--- src/verilog/ccp_pwm_pkg.sv ---
// Shared constants and types of the capture/compare/PWM support block
package ccp_pwm_pkg;
	localparam int INSTANCE_COUNT = 4;
	localparam int UNIT_COUNT = 4;
	localparam int CHANNEL_COUNT = 8;

	// Register byte addresses, each register one aligned word
	localparam logic [7:0] ADDR_CCP_ASSIGN = 8'h00;
	localparam logic [7:0] ADDR_PWM_SELECT = 8'h04;
	localparam logic [7:0] ADDR_INST_BASE = 8'h10;
	localparam logic [7:0] INST_STRIDE = 8'h10;
	localparam logic [7:0] INST_CTRL_OFS = 8'h00;
	localparam logic [7:0] INST_LOW_OFS = 8'h04;
	localparam logic [7:0] INST_HIGH_OFS = 8'h08;
	localparam logic [7:0] ADDR_UNIT_BASE = 8'h50;
	localparam logic [7:0] UNIT_STRIDE = 8'h08;
	localparam logic [7:0] UNIT_CTRL_OFS = 8'h00;
	localparam logic [7:0] UNIT_DUTY_OFS = 8'h04;
	localparam logic [7:0] ADDR_PERIOD = 8'h80;
	localparam logic [7:0] ADDR_TIMER_CTRL = 8'h84;
	localparam logic [7:0] ADDR_TIMER_COUNT = 8'h88;

	// Values after reset
	localparam logic [7:0] CCP_ASSIGN_RESET = 8'h00;
	localparam logic [7:0] PWM_SELECT_RESET = 8'h55;
	localparam logic [7:0] PERIOD_RESET = 8'hFF;
	localparam logic [4:0] TIMER_MODE_RESET = 5'h00;

	// Field positions
	localparam int UNIT_EN_BIT = 7;
	localparam int UNIT_OUT_BIT = 5;
	localparam int UNIT_POL_BIT = 4;
	localparam int INST_OUT_BIT = 7;
	localparam int INST_OD_BIT = 4;
	localparam int TIMER_RUN_BIT = 7;

	// Timer choice codes
	localparam logic [1:0] TSEL_SECOND = 2'b01;
	localparam logic [1:0] TSEL_THIRD = 2'b10;

	// Base timer level-reset one-shot modes
	localparam logic [4:0] MODE_LEVEL_LOW = 5'b01110;
	localparam logic [4:0] MODE_LEVEL_HIGH = 5'b01111;

	typedef enum logic [1:0] {CCP_OFF, CCP_CAPTURE, CCP_COMPARE, CCP_PWM} ccp_mode_type;
	typedef enum logic [1:0] {SHOT_IDLE, SHOT_ARMED, SHOT_COUNTING} shot_state_type;
endpackage

--- src/verilog/pwm_base_timer.sv ---
// Period timer feeding PWM, with level-reset edge-start one-shot modes
`timescale 1ns/1ps
module pwm_base_timer
	import ccp_pwm_pkg::*;
(
	// Clock and reset
	input wire logic core_clk,
	input wire logic srst,
	// Configuration
	input wire logic [4:0] timerMode,
	input wire logic [7:0] period,
	input wire logic runWrite,
	input wire logic runValue,
	// Synchronised external level
	input wire logic trigger,
	// Status
	output logic [7:0] count,
	output logic running,
	output logic oneShot,
	output logic startPulse
);
	shot_state_type state;
	logic trigPrev;
	logic resetLevel;
	logic atReset;
	logic leave;
	logic match;

	assign oneShot = (timerMode == MODE_LEVEL_LOW) || (timerMode == MODE_LEVEL_HIGH);
	assign resetLevel = (timerMode == MODE_LEVEL_HIGH);
	assign atReset = (trigger == resetLevel);
	assign leave = (trigPrev == resetLevel) && (trigger != resetLevel);
	assign match = (count == period);
	assign startPulse = oneShot && running && (state == SHOT_ARMED) && leave;

	always_ff @(posedge core_clk)
	begin
		if (srst)
			trigPrev <= 1'b0;
		else
			trigPrev <= trigger;
	end

	// Software write wins over the clear at period match
	always_ff @(posedge core_clk)
	begin
		if (srst)
			running <= 1'b0;
		else if (runWrite)
			running <= runValue;
		else if (oneShot && state == SHOT_COUNTING && !atReset && match)
			running <= 1'b0;
	end

	always_ff @(posedge core_clk)
	begin
		if (srst || !running || !oneShot)
			state <= SHOT_IDLE;
		else
		begin
			unique case (state)
				SHOT_IDLE: state <= SHOT_ARMED;
				SHOT_ARMED: if (leave) state <= SHOT_COUNTING;
				SHOT_COUNTING:
				begin
					if (atReset)
						state <= SHOT_ARMED;
					else if (match)
						state <= SHOT_IDLE;
				end
			endcase
		end
	end

	always_ff @(posedge core_clk)
	begin
		if (srst)
			count <= 8'h00;
		else if (oneShot)
		begin
			if (state != SHOT_COUNTING || atReset || match)
				count <= 8'h00;
			else
				count <= count + 8'h01;
		end
		else if (running)
			count <= match ? 8'h00 : count + 8'h01;
	end
endmodule

--- src/verilog/ccp_pwm_timer_select.sv ---
// Four capture/compare/PWM instances, four PWM units and their timer routing
//
// Local design decisions: the Avalon-MM slave port and the register addresses.
`timescale 1ns/1ps
// Summary of operation
// - Four identical instances, each choosing its timer
// - Reset choice is timer1 or timer2 by mode
// - Capture/compare use timers 1,3,5; PWM 2,4,6
// - All run together; shared timers allowed
// - Compare/PWM output may be open-drain
// - Data value split into low, high bytes
// - Unit select fields: 00,01,10 pick timers 2,4,6
// - Control bit 7 enables unit, resets 0
// - Control bit 5 reads output level only
// - Control bit 4 inverts unit output
// - Control bits 6 and 3-0 read zero
// - One-shot count held clear at reset level
// - Count starts on leaving edge while running
// - Period match clears count and run bit
// - Restart needs fresh edge after run set
// - One-shot PWM drive rises on start edge
// - Drive falls at pulse width, not at wrap
module ccp_pwm_timer_select
	import ccp_pwm_pkg::*;
(
	// Clock and reset
	input wire logic core_clk,
	input wire logic srst,
	// Avalon-MM register slave
	input wire logic [7:0] avs_address,
	input wire logic avs_read,
	input wire logic avs_write,
	input wire logic [31:0] avs_writedata,
	output logic [31:0] avs_readdata,
	output logic avs_waitrequest,
	// Counts of the on-chip timers
	input wire logic [15:0] timer1Count,
	input wire logic [15:0] timer3Count,
	input wire logic [15:0] timer5Count,
	input wire logic [7:0] timer4Count,
	input wire logic [7:0] timer6Count,
	// External pins
	input wire logic externalTrigger,
	input wire logic [ccp_pwm_pkg::INSTANCE_COUNT-1:0] captureIn,
	// Instance pin drivers, enable low while driving
	output logic [ccp_pwm_pkg::INSTANCE_COUNT-1:0] ccpPinOut,
	output logic [ccp_pwm_pkg::INSTANCE_COUNT-1:0] ccpPinOeN,
	// PWM unit outputs
	output logic [ccp_pwm_pkg::UNIT_COUNT-1:0] unitOut
);
	import ccp_pwm_pkg::*;

	function automatic logic [15:0] oddCount(input logic [1:0] sel, input logic [15:0] t1,
		input logic [15:0] t3, input logic [15:0] t5);
		if (sel == TSEL_SECOND)
			oddCount = t3;
		else if (sel == TSEL_THIRD)
			oddCount = t5;
		else
			oddCount = t1;
	endfunction

	function automatic logic [7:0] evenCount(input logic [1:0] sel, input logic [7:0] t2,
		input logic [7:0] t4, input logic [7:0] t6);
		if (sel == TSEL_SECOND)
			evenCount = t4;
		else if (sel == TSEL_THIRD)
			evenCount = t6;
		else
			evenCount = t2;
	endfunction

	function automatic logic onBaseTimer(input logic [1:0] sel);
		onBaseTimer = (sel != TSEL_SECOND) && (sel != TSEL_THIRD);
	endfunction

	logic ack;
	logic wrEn;
	logic [7:0] wData;
	logic [7:0] readByte;
	logic [7:0] ccpAssign;
	logic [7:0] pwmSelect;
	logic [7:0] periodReg;
	logic [4:0] timerMode;
	logic runWrite;
	logic [7:0] baseCount;
	logic running;
	logic oneShot;
	logic startPulse;
	logic trigSync1;
	logic trigSync2;
	logic [INSTANCE_COUNT-1:0] capSync1;
	logic [INSTANCE_COUNT-1:0] capSync2;
	logic [INSTANCE_COUNT-1:0] capPrev;
	ccp_mode_type instMode [INSTANCE_COUNT];
	logic [INSTANCE_COUNT-1:0] instOpenDrain;
	logic [15:0] instData [INSTANCE_COUNT];
	logic [INSTANCE_COUNT-1:0] cmpLevel;
	logic [UNIT_COUNT-1:0] unitEn;
	logic [UNIT_COUNT-1:0] unitPol;
	logic [7:0] unitDuty [UNIT_COUNT];
	logic [7:0] chanCount [CHANNEL_COUNT];
	logic [7:0] chanDuty [CHANNEL_COUNT];
	logic [CHANNEL_COUNT-1:0] chanActive;
	logic [CHANNEL_COUNT-1:0] chanShot;
	logic [CHANNEL_COUNT-1:0] drive;

	// One wait cycle per access, then the answer
	assign avs_waitrequest = (avs_read || avs_write) && !ack;
	assign wrEn = avs_write && ack;
	assign wData = avs_writedata[7:0];
	assign runWrite = wrEn && (avs_address == ADDR_TIMER_CTRL);

	always_ff @(posedge core_clk)
	begin
		if (srst)
			ack <= 1'b0;
		else
			ack <= (avs_read || avs_write) && !ack;
	end

	always_ff @(posedge core_clk)
	begin
		if (srst)
			avs_readdata <= 32'h0000_0000;
		else if (avs_read && !ack)
			avs_readdata <= {24'h00_0000, readByte};
	end

	// Timer routing and base timer configuration
	always_ff @(posedge core_clk)
	begin
		if (srst)
		begin
			ccpAssign <= CCP_ASSIGN_RESET;
			pwmSelect <= PWM_SELECT_RESET;
			periodReg <= PERIOD_RESET;
			timerMode <= TIMER_MODE_RESET;
		end
		else if (wrEn)
		begin
			if (avs_address == ADDR_CCP_ASSIGN)
				ccpAssign <= wData;
			if (avs_address == ADDR_PWM_SELECT)
				pwmSelect <= wData;
			if (avs_address == ADDR_PERIOD)
				periodReg <= wData;
			if (avs_address == ADDR_TIMER_CTRL)
				timerMode <= wData[4:0];
		end
	end

	// External levels cross into the clock domain
	always_ff @(posedge core_clk)
	begin
		if (srst)
		begin
			trigSync1 <= 1'b0;
			trigSync2 <= 1'b0;
			capSync1 <= '0;
			capSync2 <= '0;
			capPrev <= '0;
		end
		else
		begin
			trigSync1 <= externalTrigger;
			trigSync2 <= trigSync1;
			capSync1 <= captureIn;
			capSync2 <= capSync1;
			capPrev <= capSync2;
		end
	end

	pwm_base_timer pwm_base_timer_inst (
		.core_clk(core_clk),
		.srst(srst),
		.timerMode(timerMode),
		.period(periodReg),
		.runWrite(runWrite),
		.runValue(wData[TIMER_RUN_BIT]),
		.trigger(trigSync2),
		.count(baseCount),
		.running(running),
		.oneShot(oneShot),
		.startPulse(startPulse)
	);

	for (genvar i = 0; i < INSTANCE_COUNT; i++)
	begin : gInst
		localparam logic [7:0] BASE = 8'(ADDR_INST_BASE + INST_STRIDE * i);
		logic [1:0] sel;
		logic [15:0] oddNow;
		logic level;

		assign sel = ccpAssign[2*i+:2];
		assign oddNow = oddCount(sel, timer1Count, timer3Count, timer5Count);

		always_ff @(posedge core_clk)
		begin
			if (srst)
			begin
				instMode[i] <= CCP_OFF;
				instOpenDrain[i] <= 1'b0;
			end
			else if (wrEn && avs_address == 8'(BASE + INST_CTRL_OFS))
			begin
				instMode[i] <= ccp_mode_type'(wData[1:0]);
				instOpenDrain[i] <= wData[INST_OD_BIT];
			end
		end

		// Captured count wins over a software write in the same cycle
		always_ff @(posedge core_clk)
		begin
			if (srst)
				instData[i] <= 16'h0000;
			else if (instMode[i] == CCP_CAPTURE && capSync2[i] && !capPrev[i])
				instData[i] <= oddNow;
			else if (wrEn && avs_address == 8'(BASE + INST_LOW_OFS))
				instData[i][7:0] <= wData;
			else if (wrEn && avs_address == 8'(BASE + INST_HIGH_OFS))
				instData[i][15:8] <= wData;
		end

		// Compare output is set on match and held while in compare mode
		always_ff @(posedge core_clk)
		begin
			if (srst || instMode[i] != CCP_COMPARE)
				cmpLevel[i] <= 1'b0;
			else if (oddNow == instData[i])
				cmpLevel[i] <= 1'b1;
		end

		assign level = (instMode[i] == CCP_PWM) ? drive[i] : cmpLevel[i];

		always_ff @(posedge core_clk)
		begin
			if (srst || instMode[i] == CCP_OFF || instMode[i] == CCP_CAPTURE)
			begin
				ccpPinOut[i] <= 1'b0;
				ccpPinOeN[i] <= 1'b1;
			end
			else if (instOpenDrain[i])
			begin
				ccpPinOut[i] <= 1'b0;
				ccpPinOeN[i] <= level;
			end
			else
			begin
				ccpPinOut[i] <= level;
				ccpPinOeN[i] <= 1'b0;
			end
		end

		assign chanCount[i] = evenCount(sel, baseCount, timer4Count, timer6Count);
		assign chanDuty[i] = instData[i][7:0];
		assign chanActive[i] = (instMode[i] == CCP_PWM);
		assign chanShot[i] = oneShot && onBaseTimer(sel);
	end

	for (genvar k = 0; k < UNIT_COUNT; k++)
	begin : gUnit
		localparam logic [7:0] BASE = 8'(ADDR_UNIT_BASE + UNIT_STRIDE * k);
		logic [1:0] sel;

		assign sel = pwmSelect[2*k+:2];

		always_ff @(posedge core_clk)
		begin
			if (srst)
			begin
				unitEn[k] <= 1'b0;
				unitPol[k] <= 1'b0;
				unitDuty[k] <= 8'h00;
			end
			else if (wrEn)
			begin
				if (avs_address == 8'(BASE + UNIT_CTRL_OFS))
				begin
					unitEn[k] <= wData[UNIT_EN_BIT];
					unitPol[k] <= wData[UNIT_POL_BIT];
				end
				if (avs_address == 8'(BASE + UNIT_DUTY_OFS))
					unitDuty[k] <= wData;
			end
		end

		// Polarity applied after the waveform
		always_ff @(posedge core_clk)
		begin
			if (srst)
				unitOut[k] <= 1'b0;
			else
				unitOut[k] <= drive[INSTANCE_COUNT+k] ^ unitPol[k];
		end

		assign chanCount[INSTANCE_COUNT+k] = evenCount(sel, baseCount, timer4Count,
			timer6Count);
		assign chanDuty[INSTANCE_COUNT+k] = unitDuty[k];
		assign chanActive[INSTANCE_COUNT+k] = unitEn[k];
		assign chanShot[INSTANCE_COUNT+k] = oneShot && onBaseTimer(sel);
	end

	// PWM waveform for every instance and unit
	for (genvar c = 0; c < CHANNEL_COUNT; c++)
	begin : gChan
		always_ff @(posedge core_clk)
		begin
			if (srst || !chanActive[c])
				drive[c] <= 1'b0;
			else if (chanShot[c])
			begin
				if (startPulse)
					drive[c] <= (chanDuty[c] != 8'h00);
				else if (chanCount[c] == chanDuty[c])
					drive[c] <= 1'b0;
			end
			else
				drive[c] <= (chanCount[c] < chanDuty[c]);
		end
	end

	// Read multiplexer; unmapped addresses read zero
	always_comb
	begin
		readByte = 8'h00;
		if (avs_address == ADDR_CCP_ASSIGN)
			readByte = ccpAssign;
		if (avs_address == ADDR_PWM_SELECT)
			readByte = pwmSelect;
		if (avs_address == ADDR_PERIOD)
			readByte = periodReg;
		if (avs_address == ADDR_TIMER_CTRL)
			readByte = {running, 2'b00, timerMode};
		if (avs_address == ADDR_TIMER_COUNT)
			readByte = baseCount;
		for (int i = 0; i < INSTANCE_COUNT; i++)
		begin
			if (avs_address == 8'(ADDR_INST_BASE + INST_STRIDE * i + INST_CTRL_OFS))
				readByte = {3'b000, instOpenDrain[i], 2'b00, instMode[i]};
			if (avs_address == 8'(ADDR_INST_BASE + INST_STRIDE * i + INST_LOW_OFS))
				readByte = instData[i][7:0];
			if (avs_address == 8'(ADDR_INST_BASE + INST_STRIDE * i + INST_HIGH_OFS))
				readByte = instData[i][15:8];
		end
		for (int k = 0; k < UNIT_COUNT; k++)
		begin
			if (avs_address == 8'(ADDR_UNIT_BASE + UNIT_STRIDE * k + UNIT_CTRL_OFS))
				readByte = {unitEn[k], 1'b0, unitOut[k], unitPol[k], 4'h0};
			if (avs_address == 8'(ADDR_UNIT_BASE + UNIT_STRIDE * k + UNIT_DUTY_OFS))
				readByte = unitDuty[k];
		end
	end
endmodule

--- config.mk ---
export PLATFORM = sky130hd
export DESIGN_NAME = ccp_pwm_timer_select
export DESIGN_NICKNAME = d
export VERILOG_FILES = /design/src/verilog/ccp_pwm_pkg.sv /design/src/verilog/pwm_base_timer.sv /design/src/verilog/ccp_pwm_timer_select.sv
export SDC_FILE = /design/constraint.sdc
export NUM_CORES = 1
export LEC_CHECK = 0
export BUFFER_PORTS_ARGS = -buffer_cell sky130_fd_sc_hd__buf_2
export CAP_MARGIN = 20
export CELL_PAD_IN_SITES_DETAIL_PLACEMENT = 0
export CELL_PAD_IN_SITES_GLOBAL_PLACEMENT = 1
export CORE_MARGIN = 5
export CORE_UTILIZATION = 46
export CTS_CLUSTER_SIZE = 40
export DETAILED_ROUTE_END_ITERATION = 8
export GPL_TIMING_DRIVEN = 0
export PLACE_DENSITY = 0.89
export SETUP_SLACK_MARGIN = 0.1
export SYNTH_ARGS = -nofsm -noshare
export SYNTH_HDL_FRONTEND = slang
export SYNTH_SLANG_ARGS = --single-unit
export TNS_END_PERCENT = 20
--- constraint.sdc ---
create_clock -name core_clk -period 2.9 [get_ports core_clk]
set_input_delay 0.145 -clock core_clk [delete_from_list [all_inputs] [get_ports core_clk]]
set_output_delay 0.145 -clock core_clk [all_outputs]
set_load 0.02 [all_outputs]
==> results of run 1 <==
==> cell families after synthesis <==
logic type | count (synthesis) | share of synthesized area (%)
AOI/OAI and AO/OA | 507 | 20.3
xor gates and xnor gates | 82 | 4.51
adders and majority gates | 81 | 6.36
buffers and inverters | 265 | 7.13
DFF | 204 | 32.2
muxes | 153 | 9.63
other | 1 | 0.0235
and+or+nand+nor | 622 | 19.9
==> through the flow <==
step	setup TNS [ns]	setup slack, ns	cell area (sq um)	total power [mW]
floorplan	0	0.357	16000	3.83
global placement	-30.24	-0.573	17000	4.30
detailed placement	-26.40	-0.628	17000	4.31
CTS	0	0.0434	18000	7.38
global route	0	0.0264	18000	7.60
finish	0	0.0469	18000	7.46
==> cell usage after synthesis (19+ instances only) <==
cell	number	area (sq um)
nand2_1	239	897
o21ai_0	187	936
mux2i_1	150	1500
nor2_1	107	402
edfxtp_1	104	3120
dfxtp_1	100	2000
a21oi_1	95	475
clkbuf_1	92	345
inv_1	84	315
ha_1	81	1010
xnor2_1	79	692
a22o_1	49	429
nand4_1	47	294
nor2b_1	34	213
buf_2	32	160
nand3_1	32	160
and2_1	30	188
buf_1	28	105
nor3_1	28	140
buf_4	27	203
nor4_1	26	163
o211ai_1	23	173
o22ai_1	22	138
o21a_1	20	150
a32o_1	19	190
==> registers in the layout, summed over array words and instances (netlist names), 5 cells and up <==
name                       count
avs_readdata                   8
ccpAssign                      8
drive                          8
instData                      64
instMode                       8
periodReg                      8
pwmSelect                      8
pwm_base_timer_inst.count      8
timerMode                      5
unitDuty                      32
==> worst max-delay path, stage by stage (launching register included) <==
cell and delay (ns):
dfxtp_1 0.34, inv_1 0.16, ha_1 0.17, buf_2 0.23
buf_2 0.37, mux2i_1 0.12, o21ai_0 0.64, xnor2_1 0.20
nand4_1 0.12, nor4_1 0.29, o21a_1 0.15
==> timing repair <==
item,4_1_cts,5_1_grt
resized for setup,56,46
endpoints found under the setup margin,89,24
hold endpoints to repair,6,0
hold buffers,7,0
==> layer usage <==
layer	vias up	routed length, um
met5	-	26
met4	4	3700
met3	256	9250
met2	1170	31600
met1	7945	30200
li1	7207	-
==> cell type report <==
cell class	instances	area (sq um)	area share, %
Tap cell	455	569	3.16
Clock inverter	15	160	0.888
Multi-Input combinational cell	1469	9790	54.3
Sequential cell	204	5140	28.5
Buffer	179	887	4.92
Timing Repair Buffer	97	523	2.90
Antenna cell	1	2.50	0.0139
Inverter	86	323	1.79
Clock buffer	28	637	3.53
==> placed cells by master (no fill, tap or decap), types with 9 or more instances in the layout <==
cell type | netlist | layout
nand3_1 | 32 | 32
nor3_1 | 28 | 28
edfxtp_1 | 104 | 104
a32o_1 | 19 | 19
nand2_1 | 239 | 239
nor4_1 | 26 | 24
o21ai_0 | 187 | 165
nor2_1 | 107 | 107
ha_1 | 81 | 80
nand2b_1 | 9 | 9
clkbuf_2 | 0 | 16
o21ai_1 | 9 | 29
buf_1 | 28 | 27
and2_1 | 30 | 31
buf_4 | 27 | 35
xnor2_1 | 79 | 79
clkbuf_16 | 0 | 25
o21a_1 | 20 | 20
nand4_1 | 47 | 47
a22oi_1 | 12 | 12
conb_1 | 1 | 24
clkbuf_1 | 92 | 69
buf_2 | 32 | 119
o211ai_1 | 23 | 23
inv_1 | 84 | 84
and3_1 | 11 | 11
mux2i_1 | 150 | 150
a22o_1 | 49 | 49
o22ai_1 | 22 | 22
a21oi_1 | 95 | 95
dfxtp_1 | 100 | 93
nor2b_1 | 34 | 34
==> power by group <==
group	leakage [nW]	internal, mW	switching [mW]
sequential	1.89	3.10	0.121
clock	0.381	1.84	1.31
combinational	4.07	0.340	0.758
==> how the worst max path moves through the flow <==
stage	start	end	slack, ns	cells after the start
final	ccpAssign[4]	cmpLevel[2]	0.05	10
after CTS	ccpAssign[6]	drive[3]	0.04	13
after detailed placement	srst	unitDuty[2][6]	-0.63	6
after global placement	srst	unitDuty[3][1]	-0.57	6
after floorplan	ccpAssign[6]	drive[3]	0.36	12
after global routing	ccpAssign[7]	drive[3]	0.03	14
==> results.yml, run 1 <==
timing:
  fmax_mhz: 350
  finalHoldViolations: 0
  min_period_over_period_pct: 98.4
  max_slew_margin_pct: 18.2
  hold_ws_ns: 0.0906
  fin_crit_ns: 2.85
  drv_slew: 0
  rsz0062_at_grt: "true"
  fin_worst_skew_ns: 0.0185
  worst_pin_slew_ns: 1.23
  finalSetupViolCount: 0
grt:
  globalRouteMet1Util_pct: 50.6
  grt_usage_pct: 37.0
  grt.overflow.total: 0
  busiest_layer: "met2"
  grt_pass1_vias: 15295
  use_met3_pct: 10.0
  grt_pass1_wl_mm: 106
  grt_antenna_before_repair: 2
  grt_start_max_net_pins: 14
  met2_usage_pct: 56.0
logic_synthesis:
  ys.flop_type: "edfxtp_1"
  synth_edf_count: 104
  ys_warn_count: 0
  syn-cell-area_sq_um: 15900
  synth-seq-area-share_pct: 32.2
  postSynthCellCount: 1915
  ys_seq_elements: 204
  async_reset_ff_share_pct: 0
  ys_types: 86
  syn_avg_cell_area_sq_um: 8.32
setup_path:
  regToRegStartpoint: "ccpAssign[4]"
  end_kind: "flop"
  reg2reg_slack_ns: 0.05
  worstReg2RegEnd: "cmpLevel[2]"
  cp_max_fo: 10
  start_kind: "flop"
  critPathKind: "flop to flop"
  rr_worst_depth: 10
  critical_path_arrival_ns: 3.33
  crit_required_ns: 3.38
routing:
  drt_pre_antenna_iters: 6
  drc_errors: 0
  vias_per_cell: 6.54
  wl_mm: 74.8
  route.detailed.wl_per_inst_um: 29.5
  first_iter_violations: 2116
  drtAntennaViolNets: 0
  num_vias: 16582
clock_network:
  h-tree-depth: 1
  cts_root_buffer: "clkbuf_16"
  cts_tree: "yes"
  clkTransAtPathRegs_ns: 0.06
  clock_latency_ns: 0.54
  clockBufferDepth: 3
  cts_setup_buffers: 0
  cts_sinks: 204
  cts_buffers: 24
flow_run:
  cap_violations: 0
final_layout:
  fill_cells: 3344
  nets: 2255
  area_delta_synth_final_pct: 13.1
  postLayoutCoreUtil_pct: 52.4
  layout.cells.non_filler: 2534
  final_layout_size_suffix_gt1_share_pct: 12.1
placement:
  gp_congestion: 1.11
  dp.cells: 2483
  dpl.hpwl_mm: 58.3
  io_buffers: 87
floorplan:
  io_pins: 158
  rows: 68
  die_w_um: 196
  die_h_um: 196
  core_area_sq_um: 34400
  die-area_sq_um: 38500
  start_util_pct: 46.4
min_path:
  min-delay-start: "avs_writedata[4]"
  hold_class: "input pin to flop"
  hold_path_end: "instData[3][4]"
  hold_depth: 2
outcome:
  status: "finished clean"
power:
  pwr_density_cell_nw_per_um2: 414
  ir_drop_mv: 0.408
  leakage_nw: 6.34
(Power assumes the default switching activity.)
==> run 2: changes to the inputs <==
==> constraint.sdc (replaced) <==
create_clock -name core_clk -period 2.9 [get_ports core_clk]
set_input_delay 0.29 -clock core_clk [delete_from_list [all_inputs] [get_ports core_clk]]
set_output_delay 0.29 -clock core_clk [all_outputs]
set_load 0.02 [all_outputs]
==> run 2 against run 1 <==
Against the previous run:
- critical path depth down 4
- sequential share of layout area rose by 0.051 points
- register-to-register slack hardly changed
- critical path type is now input pin to flop
- largest cell class unchanged
==> results.yml, run 2 (synthesized netlist as in run 1, its figures left out) <==
floorplan:
  die-area_sq_um: 38500
  rows: 68
  io_pins: 158
  die_h_um: 196
  core_area_sq_um: 34400
  die_w_um: 196
  start_util_pct: 46.4
final_layout:
  area_delta_synth_final_pct: 12.9
  layout_commonest_cell: "nand2_1"
  largest_reg_flops: 64
  top_register: "instData"
  final_area_sq_um: 18000
  final_layout_size_suffix_gt1_share_pct: 12.0
  top_regs: "instData x64, unitDuty x32"
  most-common-layout-cells: "239 x nand2_1, 162 x o21ai_0, 150 x mux2i_1"
  diodes: 0
  nets: 2253
timing:
  max_slew_margin_pct: 16.2
  fin_crit_ns: 2.85
  min_period_over_period_pct: 98.3
  finalSetupViolCount: 0
  hold_ws_ns: 0.0831
  rsz0062_at_grt: "true"
  finalHoldViolations: 0
  drv_slew: 0
  finalWorstSetupSlack_ns: 0.0500
  fmax_mhz: 351
  fin_worst_skew_ns: 0.0171
  worst_pin_slew_ns: 1.26
outcome:
  status: "finished clean"
placement:
  gp_congestion: 1.11
  dpl.hpwl_mm: 58.3
  io_buffers: 87
  placed_area_sq_um: 17000
  place_ws_ns: -0.773
routing:
  drtAntennaViolNets: 0
  first_iter_violations: 2227
  wl_mm: 74.6
  vias_per_cell: 6.53
  num_vias: 16535
  drc_errors: 0
  route.detailed.wl_per_inst_um: 29.5
  drt_pre_antenna_iters: 7
clock_network:
  cts_tree: "yes"
  cts_buffers: 24
  clockBufferDepth: 3
  cts_sinks: 204
  cts_setup_buffers: 0
  cts_root_buffer: "clkbuf_16"
  clkTransAtPathRegs_ns: 0.06
  h-tree-depth: 1
  clock_latency_ns: 0.54
setup_path:
  cpPeakStageDelay_ns: 0.70
  path_cells: "clkbuf_1, inv_1, clkbuf_2, clkbuf_1, buf_1, nand2_1"
  start_kind: "input pin"
  slowest_stage: "buf_1"
  end_kind: "flop"
  crit_required_ns: 3.08
  critical_path_arrival_ns: 3.03
  cp_max_fo: 10
  cp_common_cell: "clkbuf_1"
  critPathKind: "input pin to flop"
grt:
  grt_pass1_vias: 15301
  grt_antenna_before_repair: 2
  grt_usage_pct: 37.0
  grt_start_max_net_pins: 14
  grt_pass1_wl_mm: 106
  grt.overflow.total: 0
power:
  leakage_nw: 6.32
  power.total_mw: 7.47
  ir_drop_mv: 0.408
  pwr_density_cell_nw_per_um2: 415
flow_run:
  cap_violations: 0
min_path:
  hold_class: "input pin to flop"
## run 2: cell count changes in the layout (fill, tap and decap cells not counted), sizes merged
cell and change:
diode -1, clkbuf +1, buf -1, dlygate4sd3 -2
## run 2: layer usage
metal	global-route usage [%]	vias up	wire, um
li1	-	7210	-
met1	50.7	7913	30200
met2	55.8	1177	31500
met3	9.77	231	9220
met4	14.6	4	3610
met5	0	-	27
## run 2: final timing paths
| path | start | slack (ns) | cells after the start | endpoint |
|---|---|---|---|---|
| worst max-delay path | srst | 0.05 | 6 | unitDuty[2][6] |
| worst min-delay path | avs_read | 0.08 | 3 | ack |
| worst max register to register | ccpAssign[3] | 0.06 | 9 | cmpLevel[1] |
| worst min register to register | capSync1[3] | 0.44 | 1 | capSync2[3] |
## run 2: where the power goes
group          leakage, nW  total, mW  internal (mW)  switching [mW]
registers             1.89       3.22           3.10           0.120
logic                 4.05       1.09          0.338           0.755
clock network        0.381       3.15           1.84            1.31
## run 2: stage by stage
step           cells  setup TNS, ns  utilization [%]
2_1_floorplan   1938              0                -
3_5_place_dp    2483         -41.76             49.6
5_1_grt         2531              0             52.3
3_3_place_gp    2480         -46.93             49.5
4_1_cts         2531              0             52.2
6_report        2531              0             52.3
## run 2: repair_timing
item / 4_1_cts / 5_1_grt
pin swaps: 0 / 0
hold buffers: 5 / 0
gates resized for setup: 50 / 50
endpoints found under the setup margin: 95 / 34
endpoints found under the hold margin: 5 / 0
## run 2: layout make-up
| cell class | instances | area, sq um |
|---|---|---|
| fillers | 3348 | 16400 |
| multi-input cells | 1469 | 9780 |
| flip-flops and latches | 204 | 5140 |
| plain buffers | 179 | 882 |
| clock buffers | 28 | 637 |
| well taps | 455 | 569 |
| repair buffers | 95 | 503 |
| inverters | 86 | 323 |
| clock inverters | 15 | 160 |
## run 2: worst max-delay path, delay by kind of cell
family | cells | cell delay (ns)
buf+inv | 5 | 2.28
simple gates | 1 | 0.44
